File: config.mk
export PLATFORM = sky130hd
export DESIGN_NAME = vsse_core
export DESIGN_NICKNAME = d
export VERILOG_FILES = /design/src/vsse_pkg.sv /design/src/vsse_regfile.sv /design/src/vsse_cmp.sv /design/src/vsse_core.sv
export SDC_FILE = /design/constraint.sdc
export NUM_CORES = 2
export LEC_CHECK = 0
export ABC_AREA = 1
export ABC_CLOCK_PERIOD_IN_PS = 5230
export BUFFER_PORTS_ARGS = -buffer_cell sky130_fd_sc_hd__buf_2
export CAP_MARGIN = 20
export CORE_ASPECT_RATIO = 1.4
export CORE_MARGIN = 2
export CORE_UTILIZATION = 40
export DETAILED_ROUTE_END_ITERATION = 8
export SETUP_SLACK_MARGIN = 0.15
export SKIP_CTS_REPAIR_TIMING = 1
export SLEW_MARGIN = 40
export SYNTH_ARGS = -nofsm -noshare
export SYNTH_HDL_FRONTEND = slang
export SYNTH_SLANG_ARGS = --single-unit
File: constraint.sdc
create_clock -name ref_clk_i -period 5.23 [get_ports ref_clk_i]
set_input_delay 0.523 -clock ref_clk_i [delete_from_list [all_inputs] [get_ports ref_clk_i]]
set_output_delay 0.523 -clock ref_clk_i [all_outputs]
set_load 0.03 [all_outputs]
File: src/vsse_pkg.sv
package vsse_pkg;
  // Register numbers in the system-register space.
  localparam logic [9:0] VSSE_SR_STATUS = 10'h200;
  localparam logic [9:0] VSSE_SR_HOFFSET = 10'h210;
  localparam logic [9:0] VSSE_SR_PREFIX = 10'h03F;
  localparam logic [9:0] VSSE_SR_SAVED_PC = 10'h01A;
  localparam logic [9:0] VSSE_SR_SAVED_MS = 10'h01B;
  localparam logic [9:0] VSSE_SR_SYNDROME = 10'h03E;
  localparam logic [9:0] VSSE_SR_MSTATE = 10'h3FF;
  localparam logic [31:0] VSSE_STATUS_RESET = 32'h00000000;
  // Status bits as little-endian positions (printed bit 32+k sits at 31-k).
  localparam int VSSE_HI_STICKY = 31;
  localparam int VSSE_HI_FLAG = 30;
  localparam int VSSE_LO_STICKY = 15;
  localparam int VSSE_LO_FLAG = 14;
  localparam logic [31:0] VSSE_STATUS_RSVD = 32'h00C00080;
  // Machine state: keep critical, machine-check and debug enables.
  localparam int VSSE_MS_AVAIL = 25;
  localparam logic [31:0] VSSE_MS_KEEP = 32'h00021200;
  localparam int VSSE_SYN_VEC = 7;
  localparam logic [31:0] VSSE_SYN_VEC_ONLY = 32'h00000080;
  localparam int VSSE_OFF_LSB = 4;
  localparam int VSSE_OFF_W = 12;
  localparam int VSSE_PFX_W = 16;
  typedef enum logic [2:0] {
    VSSE_OP_NONE = 3'b000,
    VSSE_OP_BASE = 3'b001,
    VSSE_OP_VEC = 3'b010,
    VSSE_OP_CMP = 3'b011,
    VSSE_OP_MAC = 3'b100,
    VSSE_OP_ACCINIT = 3'b101,
    VSSE_OP_BITREV = 3'b110
  } vsse_op_e;
endpackage

File: src/vsse_regfile.sv
`timescale 1ns/100ps
module vsse_regfile (
  input wire logic ref_clk_i,               // Core clock.
  input wire logic [4:0] rd_addr_i,         // Read index.
  output logic [63:0] rd_data_o,            // Registered read data.
  input wire logic wr_hi_en_i,              // Write element 0 (upper half).
  input wire logic wr_lo_en_i,              // Write element 1 (lower half).
  input wire logic [4:0] wr_addr_i,         // Write index.
  input wire logic [63:0] wr_data_i         // Write data.
);
  import vsse_pkg::*;
  logic [63:0] mem [32];

  // Element 0 (printed bits 0:31) lives in [63:32]; element 1 in [31:0].
  always_ff @(posedge ref_clk_i) begin
    if (wr_hi_en_i) begin
      mem[wr_addr_i][63:32] <= wr_data_i[63:32];
    end
    if (wr_lo_en_i) begin
      mem[wr_addr_i][31:0] <= wr_data_i[31:0];
    end
    rd_data_o <= mem[rd_addr_i];
  end
endmodule

File: src/vsse_cmp.sv
`timescale 1ns/100ps
module vsse_cmp (
  input wire logic [63:0] a_i,              // First operand.
  input wire logic [63:0] b_i,              // Second operand.
  input wire logic [1:0] kind_i,            // 0 eq, 1 gt, 2 lt.
  input wire logic signed_i,                // Signed compare.
  output logic [3:0] field_o                // High, low, or, and.
);
  import vsse_pkg::*;
  logic [1:0] res;

  // One comparator per element.
  for (genvar e = 0; e < 2; e++) begin : g_el
    logic [31:0] x;
    logic [31:0] y;
    logic gt;
    logic lt;
    assign x = a_i[32*e +: 32];
    assign y = b_i[32*e +: 32];
    assign gt = signed_i ? ($signed(x) > $signed(y)) : (x > y);
    assign lt = signed_i ? ($signed(x) < $signed(y)) : (x < y);
    assign res[e] = (kind_i == 2'h1) ? gt : (kind_i == 2'h2) ? lt : (x == y);
  end

  assign field_o = {res[1], res[0], res[1] | res[0], res[1] & res[0]};
endmodule

File: src/vsse_core.sv
`timescale 1ns/100ps
module vsse_core (
  input wire logic ref_clk_i,                   // Core clock, 250 MHz.
  input wire logic srst_i,                      // Synchronous reset, high.
  input wire logic issue_i,                     // Instruction issued this cycle.
  input wire vsse_pkg::vsse_op_e op_i,          // Operation class.
  input wire logic [31:0] pc_i,                 // Instruction effective address.
  input wire logic [4:0] dest_i,                // Destination register.
  input wire logic [4:0] rd_idx_i,              // Register read index.
  output logic [63:0] rd_data_o,                // Register read data.
  input wire logic [63:0] result_i,             // Result from the datapath.
  input wire logic [1:0] lane_mode_i,           // 0 scalar64, 1 two 32, 2 four 16.
  input wire logic ovf_hi_i,                    // Upper-half overflow.
  input wire logic ovf_lo_i,                    // Low-element overflow.
  input wire logic [63:0] cmp_a_i,              // Compare operand a.
  input wire logic [63:0] cmp_b_i,              // Compare operand b.
  input wire logic [1:0] cmp_kind_i,            // Compare kind.
  input wire logic cmp_signed_i,                // Compare signedness.
  input wire logic [2:0] cmp_field_i,           // Condition field select.
  output logic [31:0] cond_flags_o,             // Condition flags register.
  input wire logic fp_upd_i,                    // Floating-point unit updates its bits.
  input wire logic [31:0] fp_bits_i,            // New floating-point bits.
  input wire logic sr_wr_i,                     // System-register write.
  input wire logic [9:0] sr_num_i,              // System-register number.
  input wire logic [31:0] sr_wdata_i,           // System-register write data.
  input wire logic privileged_i,                // Current access is privileged.
  output logic [31:0] sr_rdata_o,               // System-register read data.
  output logic [63:0] acc_o,                    // Accumulator.
  output logic [31:0] vector_status_control_reg_o, // Shared status/control.
  output logic [31:0] machine_state_reg_o,      // Machine state.
  output logic [31:0] saved_return_pc_o,        // Saved return address.
  output logic [31:0] saved_machine_state_o,    // Saved machine state.
  output logic [31:0] exception_syndrome_reg_o, // Syndrome.
  output logic trap_o,                          // Unavailable trap taken (pulse).
  output logic [31:0] handler_addr_o            // Handler fetch address.
);
  import vsse_pkg::*;

  // ****************************************
  // Operation decode
  // ****************************************
  logic op_is_vec;
  logic op_wr_lo;
  logic op_wr_hi;
  logic op_ovf;
  logic op_mac;
  logic op_cmp;
  logic op_accinit;
  always_comb begin
    op_is_vec = 1'b0;
    op_wr_lo = 1'b0;
    op_wr_hi = 1'b0;
    op_ovf = 1'b0;
    op_mac = 1'b0;
    op_cmp = 1'b0;
    op_accinit = 1'b0;
    unique case (op_i)
      VSSE_OP_NONE: ;
      VSSE_OP_BASE: begin
        op_wr_lo = 1'b1;
      end
      VSSE_OP_VEC: begin
        op_is_vec = 1'b1;
        op_wr_lo = 1'b1;
        op_wr_hi = 1'b1;
        op_ovf = 1'b1;
      end
      VSSE_OP_CMP: begin
        op_is_vec = 1'b1;
        op_cmp = 1'b1;
      end
      VSSE_OP_MAC: begin
        op_is_vec = 1'b1;
        op_wr_lo = 1'b1;
        op_wr_hi = 1'b1;
        op_ovf = 1'b1;
        op_mac = 1'b1;
      end
      VSSE_OP_ACCINIT: begin
        op_is_vec = 1'b1;
        op_accinit = 1'b1;
      end
      // Bit-reversed increment never touches the upper half, so it runs while the unit is off.
      VSSE_OP_BITREV: begin
        op_wr_lo = 1'b1;
      end
      // The last code is never issued; it decodes to a bubble.
      default: ;
    endcase
  end

  // ****************************************
  // Availability gate
  // ****************************************
  logic is_vec;
  logic trap;
  logic exec;
  assign is_vec = op_is_vec;
  assign trap = issue_i && is_vec && !machine_state_reg_o[VSSE_MS_AVAIL];
  // A trapped instruction is fully suppressed, so every register-file, accumulator, flag and overflow write below uses exec.
  assign exec = issue_i && !trap;

  // ****************************************
  // General registers
  // ****************************************
  logic wr_hi;
  logic wr_lo;
  logic [63:0] wr_data;
  logic [63:0] lane_val;
  logic [63:0] mac_val;
  assign wr_lo = exec && op_wr_lo;
  // Base and bit-reversed ops leave the upper half alone.
  assign wr_hi = exec && op_wr_hi;
  assign wr_data = mac_val;

  vsse_regfile u_rf (
    .ref_clk_i(ref_clk_i),
    .rd_addr_i(rd_idx_i),
    .rd_data_o(rd_data_o),
    .wr_hi_en_i(wr_hi),
    .wr_lo_en_i(wr_lo),
    .wr_addr_i(dest_i),
    .wr_data_i(wr_data)
  );

  // ****************************************
  // Lane packing and accumulator
  // ****************************************
  always_comb begin
    unique case (lane_mode_i)
      2'h1: lane_val = {result_i[63:32], result_i[31:0]};
      2'h2: lane_val = {result_i[63:48], result_i[47:32], result_i[31:16], result_i[15:0]};
      default: lane_val = result_i;
    endcase
  end
  // Scalar accumulates add 64 bits; element accumulates add each 32-bit half apart.
  always_comb begin
    if (op_i != VSSE_OP_MAC) begin
      mac_val = lane_val;
    end else if (lane_mode_i == 2'h0) begin
      mac_val = acc_o + lane_val;
    end else begin
      mac_val = {acc_o[63:32] + lane_val[63:32], acc_o[31:0] + lane_val[31:0]};
    end
  end

  always_ff @(posedge ref_clk_i) begin
    if (srst_i) begin
      acc_o <= 64'h0000000000000000;
    end else if (exec && op_mac) begin
      acc_o <= mac_val;
    end else if (exec && op_accinit) begin
      acc_o <= result_i;
    end
  end

  // ****************************************
  // Condition flags
  // ****************************************
  logic [3:0] cmp_field;
  vsse_cmp u_cmp (
    .a_i(cmp_a_i),
    .b_i(cmp_b_i),
    .kind_i(cmp_kind_i),
    .signed_i(cmp_signed_i),
    .field_o(cmp_field)
  );
  // Field 0 is the most significant nibble; no other op touches these flags.
  logic [4:0] cmp_lsb;
  // Inverting the field number counts down from the top nibble without a subtractor.
  assign cmp_lsb = {~cmp_field_i, 2'b00};
  always_ff @(posedge ref_clk_i) begin
    if (srst_i) begin
      cond_flags_o <= 32'h00000000;
    end else if (exec && op_cmp) begin
      cond_flags_o[cmp_lsb +: 4] <= cmp_field;
    end
  end

  // ****************************************
  // Shared status/control register
  // ****************************************
  logic sr_wr_status;
  logic [31:0] next_status;
  logic [31:0] int_field_mask;
  assign sr_wr_status = sr_wr_i && (sr_num_i == VSSE_SR_STATUS);
  always_comb begin
    int_field_mask = 32'h00000000;
    int_field_mask[VSSE_HI_STICKY] = 1'b1;
    int_field_mask[VSSE_HI_FLAG] = 1'b1;
    int_field_mask[VSSE_LO_STICKY] = 1'b1;
    int_field_mask[VSSE_LO_FLAG] = 1'b1;
  end
  always_comb begin
    next_status = vector_status_control_reg_o;
    if (sr_wr_status) begin
      next_status = sr_wdata_i;
    end
    if (fp_upd_i) begin
      // Both units share one copy; the FP side owns its fields only.
      next_status = (next_status & int_field_mask) | (fp_bits_i & ~int_field_mask);
    end
    if (exec && op_ovf) begin
      // Flags follow each instruction; stickies only accumulate, set beats the write.
      next_status[VSSE_HI_FLAG] = ovf_hi_i;
      next_status[VSSE_LO_FLAG] = ovf_lo_i;
      if (ovf_hi_i) begin
        next_status[VSSE_HI_STICKY] = 1'b1;
      end
      if (ovf_lo_i) begin
        next_status[VSSE_LO_STICKY] = 1'b1;
      end
    end
    next_status = next_status & ~VSSE_STATUS_RSVD;
  end
  always_ff @(posedge ref_clk_i) begin
    if (srst_i) begin
      vector_status_control_reg_o <= VSSE_STATUS_RESET;
    end else begin
      vector_status_control_reg_o <= next_status;
    end
  end

  // ****************************************
  // Handler registers
  // ****************************************
  logic sr_wr_priv;
  logic [VSSE_OFF_W-1:0] handler_offset;
  logic [VSSE_PFX_W-1:0] handler_prefix;
  // Unprivileged writes to these numbers are dropped silently rather than trapped here.
  assign sr_wr_priv = sr_wr_i && privileged_i;
  always_ff @(posedge ref_clk_i) begin
    if (srst_i) begin
      handler_offset <= '0;
    end else if (sr_wr_priv && (sr_num_i == VSSE_SR_HOFFSET)) begin
      handler_offset <= sr_wdata_i[VSSE_OFF_LSB +: VSSE_OFF_W];
    end
  end
  always_ff @(posedge ref_clk_i) begin
    if (srst_i) begin
      handler_prefix <= '0;
    end else if (sr_wr_priv && (sr_num_i == VSSE_SR_PREFIX)) begin
      handler_prefix <= sr_wdata_i[31 -: VSSE_PFX_W];
    end
  end

  // ****************************************
  // Saved state
  // ****************************************
  // A trap outranks a software write in the same cycle, so the saved copy is never torn.
  always_ff @(posedge ref_clk_i) begin
    if (srst_i) begin
      saved_return_pc_o <= 32'h00000000;
    end else if (trap) begin
      saved_return_pc_o <= pc_i;
    end else if (sr_wr_priv && (sr_num_i == VSSE_SR_SAVED_PC)) begin
      saved_return_pc_o <= sr_wdata_i;
    end
  end
  always_ff @(posedge ref_clk_i) begin
    if (srst_i) begin
      saved_machine_state_o <= 32'h00000000;
    end else if (trap) begin
      saved_machine_state_o <= machine_state_reg_o;
    end else if (sr_wr_priv && (sr_num_i == VSSE_SR_SAVED_MS)) begin
      saved_machine_state_o <= sr_wdata_i;
    end
  end
  always_ff @(posedge ref_clk_i) begin
    if (srst_i) begin
      machine_state_reg_o <= 32'h00000000;
    end else if (trap) begin
      machine_state_reg_o <= machine_state_reg_o & VSSE_MS_KEEP;
    end else if (sr_wr_priv && (sr_num_i == VSSE_SR_MSTATE)) begin
      machine_state_reg_o <= sr_wdata_i;
    end
  end
  always_ff @(posedge ref_clk_i) begin
    if (srst_i) begin
      exception_syndrome_reg_o <= 32'h00000000;
    end else if (trap) begin
      exception_syndrome_reg_o <= VSSE_SYN_VEC_ONLY;
    end else if (sr_wr_priv && (sr_num_i == VSSE_SR_SYNDROME)) begin
      exception_syndrome_reg_o <= sr_wdata_i;
    end
  end

  // ****************************************
  // Trap pulse and handler address
  // ****************************************
  always_ff @(posedge ref_clk_i) begin
    if (srst_i) begin
      trap_o <= 1'b0;
    end else begin
      trap_o <= trap;
    end
  end
  // The address is rebuilt every cycle, so it trails a handler register write by one clock.
  always_ff @(posedge ref_clk_i) begin
    if (srst_i) begin
      handler_addr_o <= 32'h00000000;
    end else begin
      handler_addr_o <= {handler_prefix, handler_offset, 4'h0};
    end
  end

  // ****************************************
  // Register read-back
  // ****************************************
  always_comb begin
    unique case (sr_num_i)
      VSSE_SR_STATUS: sr_rdata_o = vector_status_control_reg_o;
      VSSE_SR_HOFFSET: sr_rdata_o = privileged_i ? {16'h0000, handler_offset, 4'h0} : 32'h00000000;
      VSSE_SR_PREFIX: sr_rdata_o = privileged_i ? {handler_prefix, 16'h0000} : 32'h00000000;
      VSSE_SR_MSTATE: sr_rdata_o = machine_state_reg_o;
      VSSE_SR_SAVED_PC: sr_rdata_o = saved_return_pc_o;
      VSSE_SR_SAVED_MS: sr_rdata_o = saved_machine_state_o;
      VSSE_SR_SYNDROME: sr_rdata_o = exception_syndrome_reg_o;
      default: sr_rdata_o = 32'h00000000;
    endcase
  end
endmodule

==> impl_metrics.json <==
{
  "synth_xor_area_frac": 0.00266,
  "start_kind": "flip-flop",
  "slew_headroom": 0.326,
  "synth_seq_cells": 2422,
  "whs_ns": -0.00124,
  "die_area_um2": 260000,
  "synth_compound_area_frac": 0.146,
  "worst_pin_slew_ns": 1.00,
  "nets": 10600,
  "yosysSeqAreaShare": 0.675,
  "drc_errors": 0,
  "cp_max_fo": 32,
  "tns_ns": 0,
  "rsz0062_at_grt": "false",
  "powerDensity_nw_per_um2": 356,
  "holdCritStartpoint": "sr_wdata_i[3]",
  "rr_worst_depth": 11,
  "period_needed_ns": 3.85,
  "critPathRequiredTime_ns": 5.91,
  "vias": 79400,
  "finalHoldViolations": 1,
  "muxShareOfSynthArea": 0,
  "cp-end-kind": "flip-flop",
  "numCtsBuffers": 236,
  "max_freq_mhz": 260,
  "synth_edf_count": 2048,
  "synth-main-ff-cell": "edfxtp_1",
  "coreArea_um2": 254000,
  "grt_usage": 0.306,
  "synth.distinct_cells": 57,
  "routedWlPerCell_um": 29.8,
  "cp_cell_sequence": "ha_1 -> inv_1 -> fa_1 -> o21ai_0 -> inv_1 -> o21ai_0 -> a21oi_1 -> xor2_1 -> nand2_1 -> a31oi_2 -> buf_4",
  "ir_drop_uv": 264,
  "overflow": 0,
  "synth_top_family_by_area": "compound AO/OA/AOI/OAI gates",
  "viasPerCell": 5.78,
  "fin_skew_ns": 0.0734,
  "async_flop_share": 0,
  "hpwl_um": 272000,
  "cp_data_arrival_time_ns": 4.53,
  "gp_congestion": 1.03,
  "area_growth_pct": 17.8,
  "cts_htree_levels": 4,
  "cts_buffer_depth": 4,
  "synth_cells": 9407,
  "whs_endpoint": "exception_syndrome_reg_o[3]",
  "r2r_setup_slack_ns": 1.38,
  "dr.pass1.iters": 6,
  "rows": 219,
  "setup_viol": 0,
  "r2r_end": "u_rf.mem[13][60]",
  "ys_warn_count": 0,
  "clk_pin_slew_worst_paths_ns": 0.06,
  "tritoncts": "yes",
  "die_w_um": 431,
  "yosys.area_share.simple": 0.120,
  "antenna_found_initial": 84,
  "io_buffers": 697,
  "synth_top_area_share": 0.601,
  "clk_latency_ns": 0.94,
  "drtIter0Drc": 8523,
  "grt_pass1_wl_um": 567000,
  "yosysTopAreaCell": "edfxtp_1",
  "root_buffer": "clkbuf_16",
  "drive_above_1_share": 0.151,
  "worst_hold_path.num_cells": 3,
  "critPathKind": "reg2reg",
  "slew_violations": 0,
  "die_y_um": 602,
  "hp-class": "in2reg",
  "ys_top_cells_by_count": "edfxtp_1 (2048), nor2_1 (1738), o21ai_0 (1418)",
  "grt_pass1_vias": 76300,
  "ioPinCount": 712,
  "total_power_mw": 42.8,
  "cts.sinks": 2422,
  "r2r_start": "acc_o[32]",
  "cpPeakStageDelay_ns": 0.63,
  "synthAdderAreaFrac": 0.0162,
  "cp_num_buf_inv": 3,
  "start_util": 0.402,
  "synth_area_leaders": "edfxtp_1 (60%), dfxtp_1 (7.3%), o21ai_0 (6.9%)",
  "synth_most_common_cell": "edfxtp_1",
  "syn_area_per_cell_um2": 10.9,
  "cp_top_family": "compound AO/OA/AOI/OAI gates",
  "violations": "negative hold slack",
  "wirelength_um": 409000,
  "synthesis.area_um2": 102000,
  "fin_crit_sh": 0.735,
  "grt_max_degree": 200,
  "maxCapViolations": 0,
  "status": "finished, violations left",
  "postRouteAntennaNets": 0,
  "slowest_stage": "fa_1",
  "p_leak_nw": 43.0
}
## worst max-delay path by stage
stage	start	slack, ns	cells past startpoint	to
after global placement	result_i[32]	1.21	12	u_rf.mem[12][60]
after CTS	acc_o[32]	1.45	11	u_rf.mem[13][60]
after detailed placement	result_i[32]	1.18	12	u_rf.mem[15][60]
after global routing	acc_o[32]	1.20	17	u_rf.mem[0][44]
final	acc_o[32]	1.38	11	u_rf.mem[13][60]
after floorplan	acc_o[0]	1.47	13	u_rf.mem[0][24]
## cell type report
| type | instances | area, µm² |
|---|---|---|
| antenna | 86 | 215 |
| inverter | 451 | 1730 |
| clock buffer | 305 | 6420 |
| tap | 3315 | 4150 |
| fill | 23100 | 134000 |
| multi-input combinational | 5949 | 30100 |
| timing repair buffer | 1078 | 7350 |
| clock inverter | 124 | 1470 |
| sequential | 2422 | 69000 |
## registers in the layout, indices dropped and copies added (netlist names)
name                         cells
vector_status_control_reg_o     29
machine_state_reg_o             32
cond_flags_o                    32
handler_offset                  12
exception_syndrome_reg_o        32
u_rf.rd_data_o                  64
saved_return_pc_o               32
saved_machine_state_o           32
u_rf.mem                      2048
handler_prefix                  16
acc_o                           64
handler_addr_o                  28
trap_o                           1
## worst register-to-register path, stage by stage (launching register included)
cell	delay, ns
dfxtp_1	0.36
ha_1	0.33
inv_1	0.21
fa_1	0.63
o21ai_0	0.31
inv_1	0.13
o21ai_0	0.57
a21oi_1	0.16
xor2_1	0.20
nand2_1	0.10
a31oi_2	0.18
buf_4	0.37
## power breakdown
part | switching, mW | leakage [nW] | internal, mW
clock | 7.58 | 3.87 | 10.1
sequential | 0.112 | 21.4 | 21.2
combinational | 2.86 | 17.6 | 0.992
total | 10.5 | 43.0 | 32.3
## cell usage in the layout (no fill, tap or decap), types with 40 or more instances in the layout
cell type      instances
buf_2                691
nor2_1              1658
nor2_4                75
edfxtp_1            2048
o22ai_1              579
nand2_1             1049
clkinv_2              47
ha_1                 129
a31oi_1               63
o221ai_1              48
dfxtp_1              374
a211oi_1              43
nand3_1              151
diode_2               86
clkbuf_1              45
a21oi_1              328
inv_1                431
o21ai_0             1409
buf_12                40
buf_4                239
dlygate4sd3_1         83
nor3_1                76
clkbuf_16            238
## kinds of logic (layout without fill, tap and decap cells)
logic type | after synthesis | after routing
AND/OR/NAND/NOR | 3116 | 3116
AO/OA/AOI/OAI | 2664 | 2664
flip-flops | 2422 | 2422
buffers and inverters | 1042 | 1958
adder cells (fa/ha/maj) | 131 | 131
XOR/XNOR | 31 | 31
other | 1 | 93
## layer usage
metal / GRT usage / vias to the layer above / part of all wire
li1: - / 35300 / -
met1: 0.327 / 39400 / 0.34
met2: 0.523 / 3700 / 0.50
met5: 0 / - / 0.00031
met4: 0.247 / 20 / 0.089
met3: 0.0644 / 982 / 0.077
## through the flow
step / instances / setup WS [ns] / util / hold WS, ns / area [µm²]
after floorplan: 9413 / 1.47 / - / 0.413 / 102000
after global routing: 13700 / 1.20 / 0.473 / 0.000154 / 120000
after detailed placement: 13100 / 1.18 / 0.438 / 0.448 / 111000
after global placement: 13100 / 1.21 / 0.437 / 0.450 / 111000
after CTS: 13600 / 1.45 / 0.469 / -0.193 / 119000
final: 13700 / 1.38 / 0.474 / -0.00124 / 120000
No activity file was read; power rests on OpenSTA's default activity.
